--- src/hdl/spcfg_defines.svh ---
`ifndef SPCFG_DEFINES_SVH
`define SPCFG_DEFINES_SVH

// Register offsets on the host processor port
`define SPCFG_OFS_LEVEL_SEL    18'h30920
`define SPCFG_OFS_MAIN_REPEAT  18'h30921
`define SPCFG_OFS_MAIN_LEN_HI  18'h30922
`define SPCFG_OFS_MAIN_LEN_LO  18'h30923
`define SPCFG_OFS_SHD_REPEAT   18'h30924
`define SPCFG_OFS_SHD_LEN_HI   18'h30925
`define SPCFG_OFS_SHD_LEN_LO   18'h30926
`define SPCFG_OFS_VFIFO_COUNT  18'h30927
`define SPCFG_OFS_AGGR_WIDTH   18'h30930

// Status memory window, addresses 0 to 255
`define SPCFG_STAT_MEM_LAST    18'h000ff

// Reset values
`define SPCFG_RST_BYTE         8'h00

// Field positions (bit 0 on the bus is the least significant bit)
`define SPCFG_FULL_PICK_MSB    7
`define SPCFG_FULL_PICK_LSB    4
`define SPCFG_EMPTY_PICK_MSB   3
`define SPCFG_EMPTY_PICK_LSB   0
`define SPCFG_LEN_HI_MSB       1
`define SPCFG_LEN_HI_LSB       0
`define SPCFG_STAT_MSB         1
`define SPCFG_STAT_LSB         0

// Calendar memory layout
`define SPCFG_MAIN_CAL_BASE    11'h000
`define SPCFG_SHD_CAL_BASE     11'h400

// Lines in one buffer bank, each line 128 data bits
`define SPCFG_BANK_LINES       9'h100

`endif

--- src/hdl/spcfg_pkg.sv ---
package spcfg_pkg;

    // Two-bit field codes of one bank
    typedef logic [1:0] spcfg_code_t;

    // Aggregation width codes
    typedef enum logic [1:0] {
        SPCFG_AGGR_32,
        SPCFG_AGGR_64,
        SPCFG_AGGR_128,
        SPCFG_AGGR_BAD
    } spcfg_aggr_e;

    // Read path source
    typedef enum logic [1:0] {
        SPCFG_RSRC_NONE,
        SPCFG_RSRC_REG,
        SPCFG_RSRC_MEM
    } spcfg_rsrc_e;

    // Virtual FIFO count: 00 one, 01 two, 10 four, 11 eight
    function automatic logic [3:0] spcfg_vfifo_count(spcfg_code_t code);
        spcfg_vfifo_count = 4'h1 << code;
    endfunction

    // Field of bank b where bank 0 sits in the top two bits
    function automatic spcfg_code_t spcfg_bank_code(logic [7:0] r,
                                                    int unsigned b);
        spcfg_bank_code = r[7 - 2 * b -: 2];
    endfunction

endpackage

--- src/hdl/spcfg_status_mem.sv ---
`include "spcfg_defines.svh"

module spcfg_status_mem
    import spcfg_pkg::*;
(
    input  wire logic       clk,       // System clock
    input  wire logic       rst_b,     // Asynchronous reset, active low
    input  wire logic       wr_en,     // Host write strobe
    input  wire logic [7:0] wr_idx,    // Host write index
    input  wire logic [1:0] wr_data,   // Status value to store
    input  wire logic [7:0] rd_idx_a,  // Host read index
    output logic      [1:0] rd_data_a, // Host read value
    input  wire logic [7:0] rd_idx_b,  // Core read index
    output logic      [1:0] rd_data_b  // Core read value
);

    logic [1:0] mem_reg  [256];
    logic [1:0] mem_next [256];

    // Next contents: one entry written per strobe
    always_comb begin
        mem_next = mem_reg;
        if (wr_en) begin
            mem_next[wr_idx] = wr_data;
        end
    end

    // Entry storage
    always_ff @(posedge clk or negedge rst_b) begin
        if (!rst_b) begin
            for (int i = 0; i < 256; i++) begin
                mem_reg[i] <= 2'h0;
            end
        end else begin
            mem_reg <= mem_next;
        end
    end

    assign rd_data_a = mem_reg[rd_idx_a];
    assign rd_data_b = mem_reg[rd_idx_b];

endmodule

--- src/hdl/spcfg_level_calc.sv ---
`include "spcfg_defines.svh"

module spcfg_level_calc
    import spcfg_pkg::*;
(
    input  wire logic [1:0] vfifo_code,  // Virtual FIFO count code
    input  wire logic       full_pick,   // Full level select
    input  wire logic       empty_pick,  // Empty level select
    output logic      [8:0] part_lines,  // Lines in one partition
    output logic      [8:0] full_level,  // Lines at which full is declared
    output logic      [8:0] empty_level  // Lines at which empty is declared
);

    logic [10:0] three_q;

    // Partition size in 128-bit lines, whatever the aggregation width
    always_comb begin
        part_lines  = `SPCFG_BANK_LINES >> vfifo_code;
        three_q     = 11'(part_lines) * 11'h003;
        full_level  = full_pick ? 9'(three_q[10:2] + 9'h001) : part_lines;
        empty_level = empty_pick ? 9'((part_lines >> 2) - 9'h001) : 9'h000;
    end

endmodule

--- src/hdl/spcfg_top.sv ---
// Overview of operation
// - With the status memory select set, host accesses to addresses 0-255 reach the status memory.
// - The status memory has 256 entries, each six unused upper bits and a two-bit status value.
// - One full pick bit per send bank: zero means truly full, one means three quarters of lines plus one.
// - One empty pick bit per receive bank: zero means truly empty, one means a quarter of lines minus one.
// - The level picks hold in every aggregation width and lines are always 128 data bits.
// - An eight-bit count sets main calendar repeats between framing patterns.
// - The main calendar length is ten bits, its top two in one register and the low eight in the next.
// - An eight-bit count sets shadow calendar repeats between framing patterns.
// - The shadow calendar length is split the same way over two registers.
// - Each bank's two-bit code gives one, two, four or eight virtual queues.
// - The queue count codes of banks 0 to 3 sit from the top of one register downward.
// - Each bank's two-bit code gives 32, 64 or 128-bit grouping, and code 11 is invalid.
// - The grouping codes of banks 0 to 3 sit from the top of one register downward.
// - Calendar memory spans 0-2047 with main in the lower and shadow in the upper half.
`include "spcfg_defines.svh"

module spcfg_top
    import spcfg_pkg::*;
(
    input  wire logic        clk,                  // System clock, 10 MHz
    input  wire logic        rst_b,                // Async reset, active low
    input  wire logic [17:0] hpp_addr,             // Host port address
    input  wire logic [7:0]  hpp_wdata,            // Host port write data
    input  wire logic        hpp_wr,               // Host write strobe
    input  wire logic        hpp_rd,               // Host read strobe
    input  wire logic        stat_mem_select,      // Status memory window on
    output logic      [7:0]  hpp_rdata,            // Host read data
    output logic             hpp_rvalid,           // Read data valid pulse
    input  wire logic [7:0]  stat_idx,             // Core status index
    output logic      [1:0]  stat_value,           // Core status value
    output logic      [3:0]  send_bank_full_level_pick,     // Per bank
    output logic      [3:0]  receive_bank_empty_level_pick, // Per bank
    output logic      [35:0] bank_full_level,      // 9 bits per bank
    output logic      [35:0] bank_empty_level,     // 9 bits per bank
    output logic      [15:0] bank_queue_count,     // 4 bits per bank
    output logic      [7:0]  bank_width_grouping,  // 2 bits per bank
    output logic      [3:0]  bank_width_invalid,   // Code 11 flags
    output logic      [7:0]  primary_sequence_repeat_count,   // Main
    output logic      [9:0]  primary_sequence_length,         // Main
    output logic      [7:0]  alternate_sequence_repeat_count, // Shadow
    output logic      [9:0]  alternate_sequence_length,       // Shadow
    output logic      [10:0] primary_calendar_last_addr,      // Main end
    output logic      [10:0] alternate_calendar_last_addr     // Shadow end
);

    // Configuration registers
    logic [7:0] level_sel_reg,   level_sel_next;
    logic [7:0] main_rep_reg,    main_rep_next;
    logic [1:0] main_len_hi_reg, main_len_hi_next;
    logic [7:0] main_len_lo_reg, main_len_lo_next;
    logic [7:0] shd_rep_reg,     shd_rep_next;
    logic [1:0] shd_len_hi_reg,  shd_len_hi_next;
    logic [7:0] shd_len_lo_reg,  shd_len_lo_next;
    logic [7:0] vfifo_reg,       vfifo_next;
    logic [7:0] aggr_reg,        aggr_next;

    // Read path
    logic [7:0]  rdata_reg,  rdata_next;
    logic        rvalid_reg, rvalid_next;
    logic [1:0]  stat_reg,   stat_next;
    spcfg_rsrc_e rsrc;
    logic [7:0]  reg_rd_val;

    // Derived outputs
    logic [35:0] full_lvl_reg,  full_lvl_next;
    logic [35:0] empty_lvl_reg, empty_lvl_next;
    logic [15:0] qcnt_reg,      qcnt_next;
    logic [3:0]  inval_reg,     inval_next;
    logic [10:0] main_last_reg, main_last_next;
    logic [10:0] shd_last_reg,  shd_last_next;

    logic        mem_hit;
    logic [1:0]  mem_rd_a;
    logic [1:0]  mem_rd_b;
    logic [35:0] lvl_full_w;
    logic [35:0] lvl_empty_w;
    logic [9:0]  main_len;
    logic [9:0]  shd_len;

    assign main_len = {main_len_hi_reg, main_len_lo_reg};
    assign shd_len  = {shd_len_hi_reg, shd_len_lo_reg};

    // Low window goes to the status memory only while selected
    assign mem_hit = stat_mem_select &&
                     (hpp_addr <= `SPCFG_STAT_MEM_LAST);

    // Status memory, 256 two-bit entries
    spcfg_status_mem u_stat_mem (
        .clk       (clk),
        .rst_b     (rst_b),
        .wr_en     (hpp_wr && mem_hit),
        .wr_idx    (hpp_addr[7:0]),
        .wr_data   (hpp_wdata[`SPCFG_STAT_MSB:`SPCFG_STAT_LSB]),
        .rd_idx_a  (hpp_addr[7:0]),
        .rd_data_a (mem_rd_a),
        .rd_idx_b  (stat_idx),
        .rd_data_b (mem_rd_b)
    );

    // Level thresholds per bank
    for (genvar b = 0; b < 4; b++) begin : g_bank
        spcfg_level_calc u_lvl (
            .vfifo_code  (spcfg_bank_code(vfifo_reg, b)),
            .full_pick   (level_sel_reg[`SPCFG_FULL_PICK_MSB - b]),
            .empty_pick  (level_sel_reg[`SPCFG_EMPTY_PICK_MSB - b]),
            .part_lines  (),
            .full_level  (lvl_full_w[9 * b +: 9]),
            .empty_level (lvl_empty_w[9 * b +: 9])
        );
    end

    // Register writes from the host port
    always_comb begin
        level_sel_next   = level_sel_reg;
        main_rep_next    = main_rep_reg;
        main_len_hi_next = main_len_hi_reg;
        main_len_lo_next = main_len_lo_reg;
        shd_rep_next     = shd_rep_reg;
        shd_len_hi_next  = shd_len_hi_reg;
        shd_len_lo_next  = shd_len_lo_reg;
        vfifo_next       = vfifo_reg;
        aggr_next        = aggr_reg;
        if (hpp_wr && !mem_hit) begin
            case (hpp_addr)
                `SPCFG_OFS_LEVEL_SEL:   level_sel_next = hpp_wdata;
                `SPCFG_OFS_MAIN_REPEAT: main_rep_next = hpp_wdata;
                `SPCFG_OFS_MAIN_LEN_HI: main_len_hi_next =
                    hpp_wdata[`SPCFG_LEN_HI_MSB:`SPCFG_LEN_HI_LSB];
                `SPCFG_OFS_MAIN_LEN_LO: main_len_lo_next = hpp_wdata;
                `SPCFG_OFS_SHD_REPEAT:  shd_rep_next = hpp_wdata;
                `SPCFG_OFS_SHD_LEN_HI:  shd_len_hi_next =
                    hpp_wdata[`SPCFG_LEN_HI_MSB:`SPCFG_LEN_HI_LSB];
                `SPCFG_OFS_SHD_LEN_LO:  shd_len_lo_next = hpp_wdata;
                `SPCFG_OFS_VFIFO_COUNT: vfifo_next = hpp_wdata;
                `SPCFG_OFS_AGGR_WIDTH:  aggr_next = hpp_wdata;
                default: ;
            endcase
        end
    end

    // Configuration storage, all clearing to zero
    always_ff @(posedge clk or negedge rst_b) begin
        if (!rst_b) begin
            level_sel_reg   <= `SPCFG_RST_BYTE;
            main_rep_reg    <= `SPCFG_RST_BYTE;
            main_len_hi_reg <= 2'h0;
            main_len_lo_reg <= `SPCFG_RST_BYTE;
            shd_rep_reg     <= `SPCFG_RST_BYTE;
            shd_len_hi_reg  <= 2'h0;
            shd_len_lo_reg  <= `SPCFG_RST_BYTE;
            vfifo_reg       <= `SPCFG_RST_BYTE;
            aggr_reg        <= `SPCFG_RST_BYTE;
        end else begin
            level_sel_reg   <= level_sel_next;
            main_rep_reg    <= main_rep_next;
            main_len_hi_reg <= main_len_hi_next;
            main_len_lo_reg <= main_len_lo_next;
            shd_rep_reg     <= shd_rep_next;
            shd_len_hi_reg  <= shd_len_hi_next;
            shd_len_lo_reg  <= shd_len_lo_next;
            vfifo_reg       <= vfifo_next;
            aggr_reg        <= aggr_next;
        end
    end

    // Register readback, reserved bits as zero
    always_comb begin
        reg_rd_val = 8'h00;
        rsrc       = SPCFG_RSRC_REG;
        case (hpp_addr)
            `SPCFG_OFS_LEVEL_SEL:   reg_rd_val = level_sel_reg;
            `SPCFG_OFS_MAIN_REPEAT: reg_rd_val = main_rep_reg;
            `SPCFG_OFS_MAIN_LEN_HI: reg_rd_val = {6'h00, main_len_hi_reg};
            `SPCFG_OFS_MAIN_LEN_LO: reg_rd_val = main_len_lo_reg;
            `SPCFG_OFS_SHD_REPEAT:  reg_rd_val = shd_rep_reg;
            `SPCFG_OFS_SHD_LEN_HI:  reg_rd_val = {6'h00, shd_len_hi_reg};
            `SPCFG_OFS_SHD_LEN_LO:  reg_rd_val = shd_len_lo_reg;
            `SPCFG_OFS_VFIFO_COUNT: reg_rd_val = vfifo_reg;
            `SPCFG_OFS_AGGR_WIDTH:  reg_rd_val = aggr_reg;
            default:                rsrc = SPCFG_RSRC_NONE;
        endcase
        if (mem_hit) begin
            rsrc = SPCFG_RSRC_MEM;
        end
    end

    // Read data and core status lookup
    always_comb begin
        rvalid_next = hpp_rd;
        rdata_next  = rdata_reg;
        stat_next   = mem_rd_b;
        if (hpp_rd) begin
            case (rsrc)
                SPCFG_RSRC_MEM:  rdata_next = {6'h00, mem_rd_a};
                SPCFG_RSRC_REG:  rdata_next = reg_rd_val;
                SPCFG_RSRC_NONE: rdata_next = 8'h00;
                default:         rdata_next = 8'h00;
            endcase
        end
    end

    always_ff @(posedge clk or negedge rst_b) begin
        if (!rst_b) begin
            rdata_reg  <= 8'h00;
            rvalid_reg <= 1'b0;
            stat_reg   <= 2'h0;
        end else begin
            rdata_reg  <= rdata_next;
            rvalid_reg <= rvalid_next;
            stat_reg   <= stat_next;
        end
    end

    // Decoded bank settings and calendar spans
    always_comb begin
        full_lvl_next  = lvl_full_w;
        empty_lvl_next = lvl_empty_w;
        for (int b = 0; b < 4; b++) begin
            qcnt_next[4 * b +: 4] =
                spcfg_vfifo_count(spcfg_bank_code(vfifo_reg, b));
            inval_next[b] =
                (spcfg_bank_code(aggr_reg, b) == SPCFG_AGGR_BAD);
        end
        main_last_next = `SPCFG_MAIN_CAL_BASE;
        shd_last_next  = `SPCFG_SHD_CAL_BASE;
        if (main_len != 10'h000) begin
            main_last_next = `SPCFG_MAIN_CAL_BASE + 11'(main_len - 10'h001);
        end
        if (shd_len != 10'h000) begin
            shd_last_next = `SPCFG_SHD_CAL_BASE + 11'(shd_len - 10'h001);
        end
    end

    always_ff @(posedge clk or negedge rst_b) begin
        if (!rst_b) begin
            full_lvl_reg  <= 36'h0;
            empty_lvl_reg <= 36'h0;
            qcnt_reg      <= 16'h0;
            inval_reg     <= 4'h0;
            main_last_reg <= `SPCFG_MAIN_CAL_BASE;
            // Shadow span starts in its own half, even straight out of reset
            shd_last_reg  <= `SPCFG_SHD_CAL_BASE;
        end else begin
            full_lvl_reg  <= full_lvl_next;
            empty_lvl_reg <= empty_lvl_next;
            qcnt_reg      <= qcnt_next;
            inval_reg     <= inval_next;
            main_last_reg <= main_last_next;
            shd_last_reg  <= shd_last_next;
        end
    end

    // Outputs straight from flip-flops
    assign hpp_rdata  = rdata_reg;
    assign hpp_rvalid = rvalid_reg;
    assign stat_value = stat_reg;
    assign send_bank_full_level_pick =
        level_sel_reg[`SPCFG_FULL_PICK_MSB:`SPCFG_FULL_PICK_LSB];
    assign receive_bank_empty_level_pick =
        level_sel_reg[`SPCFG_EMPTY_PICK_MSB:`SPCFG_EMPTY_PICK_LSB];
    assign bank_full_level                 = full_lvl_reg;
    assign bank_empty_level                = empty_lvl_reg;
    assign bank_queue_count                = qcnt_reg;
    assign bank_width_grouping             = aggr_reg;
    assign bank_width_invalid              = inval_reg;
    assign primary_sequence_repeat_count   = main_rep_reg;
    assign primary_sequence_length         = main_len;
    assign alternate_sequence_repeat_count = shd_rep_reg;
    assign alternate_sequence_length       = shd_len;
    assign primary_calendar_last_addr      = main_last_reg;
    assign alternate_calendar_last_addr    = shd_last_reg;
endmodule

--- config.mk ---
export PLATFORM = sky130hd
export DESIGN_NAME = spcfg_top
export DESIGN_NICKNAME = d
export VERILOG_FILES = /design/src/hdl/spcfg_pkg.sv /design/src/hdl/spcfg_status_mem.sv /design/src/hdl/spcfg_level_calc.sv /design/src/hdl/spcfg_top.sv
export VERILOG_INCLUDE_DIRS = /design/src /design/src/hdl
export SDC_FILE = /design/constraint.sdc
export NUM_CORES = 1
export LEC_CHECK = 0
export BUFFER_PORTS_ARGS = -buffer_cell sky130_fd_sc_hd__buf_2
export CAP_MARGIN = 20
export CORE_ASPECT_RATIO = 0.5
export CORE_MARGIN = 4
export CORE_UTILIZATION = 56
export DETAILED_ROUTE_END_ITERATION = 10
export PLACE_DENSITY = 0.77
export SETUP_SLACK_MARGIN = 0.3
export SLEW_MARGIN = 20
export SYNTH_ARGS = -nofsm -noshare
export SYNTH_HDL_FRONTEND = slang
export SYNTH_HIERARCHICAL = 1
export SYNTH_SLANG_ARGS = --single-unit
--- constraint.sdc ---
create_clock -name clk -period 2.5 [get_ports clk]
set_input_delay 0.5 -clock clk [delete_from_list [all_inputs] [get_ports clk]]
set_output_delay 0.5 -clock clk [all_outputs]
set_load 0.005 [all_outputs]
==> summary.md, run 1 <==
| Metric | Value |
|---|---|
| Status | finished, violations left |
| Failing checks | negative setup slack |
| Final WL | 116 mm |
| Io pins | 216 |
| Initial Utilization | 0.566 |
| Pwr Density | 524 nW/µm² |
| Die area | 70100 µm² |
| Area Growth Syn to Fin | 23.0% |
| VDD IR max | 0.384 mV |
| Final ANT Viol Nets | 0 |
| Cell Rows | 66 |
| Gr usage total | 0.326 |
| Filler cells | 4317 |
| Maxcap violations | 0 |
| RSZ-0062 raised after global routing | true |
| Place WS | -1250 ps |
| Hold WS | 89.7 ps |
| Highest Clock Rate | 349 MHz |
| P_leak | 22.1 nW |
| Max FFs per register | 512 |
| Area of the multi-input gates | 19000 µm² |
| CTS tree | done |
| Post-Syn Area | 36800 µm² |
| Final Max Slew Viols | 0 |
| Final min period | 2870 ps |
| Crit path required time | 3000 ps |
| H-tree lvl count | 3 |
| Placed Cells incl. Taps | 4066 |
| Routability-driven placement congestion ratio | 0.985 |
| Tcrit/Tclk final | 1.15 |
| Overall power | 23.7 mW |
| Starting DRC count in detailed routing | 2877 |
| Final setup vio count | 2 |
| Mapped Avg Cell Area | 13.2 µm² |
| Commonest non-fill, non-tap cell in the layout | dfrtp_1 |
| WL per Instance | 27.4 µm |
| Syn. warnings | 6 |
| Via count | 27600 |
| DRC | 0 |
| Critical Path Fanout Max | 3 |
| Final Hold Fails | 0 |
| Non-Filler Instances | 4217 |
| Port-buffer cells | 215 |
| CTS Sinks | 697 |
| Actual slew at the worst max-slew pin | 824 ps |
| Hold WC Path Type | in2reg |
| Antenna violations before repair | 2 |
| Die Y | 189 µm |
| Reg-to-reg critical path startpoint | u_stat_mem/mem_reg[511] |
| Detailed Routing Iterations Pass 1 | 5 |
| Worst Setup SP | u_stat_mem/mem_reg[511] |
| Cells after Synth | 2799 |
| # nets final | 3342 |
| Arr. time, crit path | 3370 ps |
| FF/Latch Area | 17400 µm² |
| Critical Path Source Type | register |
| Post-DR vias/cell | 6.53 |
| Clock Path Buffers | 3 |
| Largest net degree at the start of global routing | 98 |
| HPWL Detailed | 79.2 mm |
| Critical Path End Type | register |
| First-pass GRT wire length | 174 mm |
| Slew headroom | 0.447 |
| Hold Crit Start | hpp_rd |
| Clock transition at the registers of the reported paths | 70 ps |
| Commonest non-fill, non-tap cells in the layout | dfrtp_1, mux2_2, buf_4, nand2_1, mux2i_1 |
| Clock latency at the later pin of the worst-skew pair | 630 ps |
| Skew final | 17.8 ps |
| Final worst slack | -369 ps |
| Clock buffer count from CTS | 67 |
| Share of cells above drive strength 1 | 0.514 |
| Root Driver | clkbuf_16 |
| Core outline area | 65000 µm² |
| Die X | 371 µm |
| Total grt overflow | 0 |
| Setup CP Type | reg2reg |
| Vias in the first global route | 28400 |
-- worst max-delay path, stage by stage, from the launching register on --
cell	delay (ps)
dfrtp_1	410
mux4_2	470
mux2_2	280
a2111oi_1	460
or3_1	220
nand4_1	190
and4b_2	340
a221oi_2	280
a21oi_1	100
-- worst paths after layout --
path | end | slack (ps) | cells past startpoint
max in group asynchronous | bank_full_level[16] | 1180 | 3
setup reg to reg | hpp_rdata[1] | -370 | 8
hold / removal | hpp_rvalid | 90 | 1
setup / recovery | hpp_rdata[1] | -370 | 8
min in group asynchronous | u_stat_mem/mem_reg[264] | 470 | 2
hold reg to reg | hpp_rdata[5] | 500 | 1
-- area by class of cell --
| class | count | share of cell area |
|---|---|---|
| Multi-Input combinational cell | 1839 | 0.420 |
| Timing Repair Buffer | 647 | 0.118 |
| Inverter | 29 | 0.00251 |
| Clock buffer | 90 | 0.0428 |
| Antenna cell | 2 | 0.000111 |
| Tap cell | 884 | 0.0244 |
| Clock inverter | 29 | 0.00671 |
| Sequential cell | 697 | 0.385 |
-- metal layers --
metal,vias up,part of all wire,wire (µm),global-route usage
met5,-,0.00011,13,0
met2,1558,0.46,52900,0.507
met1,14300,0.40,45700,0.443
met4,2,0.043,4940,0.128
li1,11300,-,-,-
met3,344,0.10,12100,0.0821
-- stage by stage --
stage / instance area, µm² / utilization / setup TNS, ps
floorplan: 37700 / - / -2130
global placement: 42000 / 0.646 / -142150
detailed placement: 42000 / 0.646 / -163930
CTS: 44700 / 0.688 / -573
global route: 45300 / 0.697 / -794
finish: 45300 / 0.697 / -679
-- repair_timing --
item                       in CTS  in global routing
pin swaps                      19                 16
setup endpoints to repair     159                109
setup buffers                  18                  8
hold endpoints to repair       27                  0
hold buffers                    1                  0
cloned                          0                  3
gates resized for setup        63                 95
-- report_power, final --
| part | total (mW) | switching, mW | leakage (nW) | internal (mW) |
|---|---|---|---|---|
| Sequential | 11.3 | 0.00520 | 9.65 | 11.3 |
| Combinational | 1.90 | 1.21 | 11.4 | 0.685 |
| Clock | 10.5 | 4.55 | 1.10 | 6.00 |
Power figures use the tool's default switching activity.
==> inputs of run 2 (changes only) <==
--- a/config.mk
+++ b/config.mk
@@ -6,7 +6,7 @@
 export SDC_FILE = /design/constraint.sdc
 export NUM_CORES = 1
 export LEC_CHECK = 0
-export BUFFER_PORTS_ARGS = -buffer_cell sky130_fd_sc_hd__buf_2
+export BUFFER_PORTS_ARGS = -buffer_cell sky130_fd_sc_hd__clkbuf_2
 export CAP_MARGIN = 20
 export CORE_ASPECT_RATIO = 0.5
 export CORE_MARGIN = 4
==> run 2 against run 1 <==
The run still ends with negative setup slack left. Via count fell by 0.97%. Maximum frequency rose by 2.0%. Sequential share of layout area rose by 0.25 points. Critical endpoint is now hpp_rdata[0]. Register-to-register slack improved by 60 ps. Sequential cell count did not move. Global-route usage fell by 0.30 points. Critical path depth did not move.
==> summary.md, run 2 (synthesis results as in run 1) <==
| Metric | Value |
|---|---|
| Status | finished, violations left |
| Failing checks | negative setup slack |
| Setup total negative slack | -609 ps (+70.0 ps) |
| # nets final | 3340 (-0.060%) |
| Critical Path End Type | register |
| Hold WS | 106 ps (+16.2 ps) |
| Initial Utilization | 0.566 (unchanged) |
| Overall power | 24.0 mW (+1.1%) |
| Area of the multi-input gates | 18700 µm² (-1.7%) |
| Commonest non-fill, non-tap cell in the layout | dfrtp_1 |
| Critical Path Sink | hpp_rdata[0] |
| Critical path depth in cells | 8 (unchanged) |
| Hold WC Path Type | in2reg |
| Area Growth Syn to Fin | 22.2% |
| H-tree lvl count | 3 (unchanged) |
| Reg2Reg Depth | 8 (unchanged) |
| Highest Clock Rate | 355 MHz (+2.0%) |
| Setup CP Type | reg2reg |
| Worst reg2reg path endpoint | hpp_rdata[0] |
| Pwr Density | 533 nW/µm² (+1.8%) |
| Maxcap violations | 0 (unchanged) |
| Post-DR vias/cell | 6.48 (-0.83%) |
| CTS Sinks | 697 (unchanged) |
| Cell seen most often among critical-path stages | mux4_2 |
| Final Util | 0.692 (-0.00454) |
| Detailed Routing Iterations Pass 1 | 6 (+1) |
| First-pass GRT wire length | 173 mm (-0.72%) |
| Actual slew at the worst max-slew pin | 711 ps (-113 ps) |
| Worst path slowest cell | a311oi_2 |
| Clock Path Buffers | 3 (unchanged) |
| Share of cells above drive strength 1 | 0.511 (-0.00314) |
| Crit path required time | 3000 ps (about the same) |
| Sequence of cells on the critical path | mux4_2 -> mux4_2 -> nand3b_1 -> o41ai_1 -> a311oi_2 -> nor4_4 -> a221oi_2 -> a21oi_1 |
| VDD IR max | 0.613 mV (+60%) |
| Antenna violations before repair | 2 (unchanged) |
| Hold Crit Start | hpp_rd |
| Filler cells | 4261 (-1.3%) |
| Crit-path leading delay family | compound AO/OA/AOI/OAI gates |
| Clock latency at the later pin of the worst-skew pair | 620 ps (about the same) |
| Non-Filler Instances | 4211 (-0.14%) |
| Place WS | -1090 ps (+157 ps) |
| Reg-to-reg critical path startpoint | u_stat_mem/mem_reg[104] |
| HPWL Detailed | 78.0 mm (-1.6%) |
| Port-buffer cells | 215 (unchanged) |
| Placed Cells incl. Taps | 4082 (+0.39%) |
| Final ANT Viol Nets | 0 (unchanged) |
| Final WL | 113 mm (-2.0%) |
| Arr. time, crit path | 3310 ps (-60 ps) |
| Tcrit/Tclk final | 1.13 (-0.0222) |
| Final Hold Fails | 0 (unchanged) |
| Critical Path Source Type | register |
| RSZ-0062 raised after global routing | true |
| Final Cell Area | 45000 µm² (-0.65%) |
| Gr usage total | 0.323 (-0.00305) |
| Skew final | 21.7 ps (+3.89 ps) |
| Cell Rows | 66 (unchanged) |
| Worst Setup SP | u_stat_mem/mem_reg[104] |
| Via count | 27300 (-0.97%) |
| Clock buffer count from CTS | 66 (-1.5%) |
| Routability-driven placement congestion ratio | 1.02 (+3.3%) |
| Io pins | 216 (unchanged) |
| Slew headroom | 0.520 (+0.0731) |
| Largest net degree at the start of global routing | 93 (-5.1%) |
| Max FFs per register | 512 (unchanged) |
| Final setup vio count | 2 (unchanged) |
| Final min period | 2810 ps (-55.6 ps) |
| WL per Instance | 26.9 µm (-1.8%) |
| CTS tree | done |
| Clock transition at the registers of the reported paths | 70 ps (about the same) |
| Die area | 70100 µm² (unchanged) |
| Critical Path Fanout Max | 2 (-1) |
| DRC | 0 (unchanged) |
| Die Y | 189 µm (unchanged) |
| P_leak | 21.9 nW (-1.1%) |
| Final worst slack | -313 ps (+55.6 ps) |
| Die X | 371 µm (unchanged) |
| Core outline area | 65000 µm² (unchanged) |
| Commonest non-fill, non-tap cells in the layout | dfrtp_1, mux2_2, buf_4, nand2_1, mux2i_1 |
| R2r setup slk | -310 ps (+60 ps) |
| Root Driver | clkbuf_16 |
| Post-DP Area | 42200 µm² (+0.49%) |
| Starting DRC count in detailed routing | 2951 (+2.6%) |
| Total grt overflow | 0 (unchanged) |
| Crit path largest cell delay | 560 ps (+90 ps) |
| Vias in the first global route | 28200 (-0.77%) |
| Final Max Slew Viols | 0 (unchanged) |
| Worst path buffer plus inverter count | 0 (unchanged) |
| FF/Latch Area | 17400 µm² (unchanged) |
-- run 2: worst min-delay path by stage --
stage                                 endpoint  slack, ps  cells past startpoint
3_3_place_gp               bank_full_level[27]        470                      1
6_report                            hpp_rvalid        110                      1
3_5_place_dp               bank_full_level[27]        470                      1
5_1_grt                             hpp_rvalid         80                      1
2_1_floorplan  alternate_calendar_last_addr[0]        200                      0
4_1_cts                             hpp_rvalid         60                      1
-- run 2: power by group --
part	total [mW]	internal, mW	switching, mW
combinational	1.89	0.692	1.19
clock	10.8	6.27	4.55
sequential	11.3	11.3	0.00561
total	24.0	18.2	5.75
-- run 2: routing by layer --
metal / GRT usage / vias to the layer above / wire [µm]
met5: 0 / - / 13
met4: 0.130 / 2 / 5010
met3: 0.0762 / 341 / 11400
met2: 0.509 / 1525 / 52300
met1: 0.436 / 14100 / 44500
li1: - / 11300 / -
-- run 2: final cells by class --
type                            instances  area share
Antenna cell                            1   0.0000556
Clock buffer                           90      0.0430
Clock inverter                         25     0.00776
Inverter                               29     0.00253
Multi-Input combinational cell       1839       0.416
Sequential cell                       697       0.388
Tap cell                              884      0.0246
Timing Repair Buffer                  646       0.118
-- run 2: timing repair --
item / 4_1_cts / 5_1_grt
hold buffers: 1 / 0
hold endpoints to repair: 36 / 0
setup endpoints to repair: 12 / 43
pin swaps: 7 / 6
cloned: 0 / 1
resized for setup: 48 / 26
setup buffers: 5 / 6
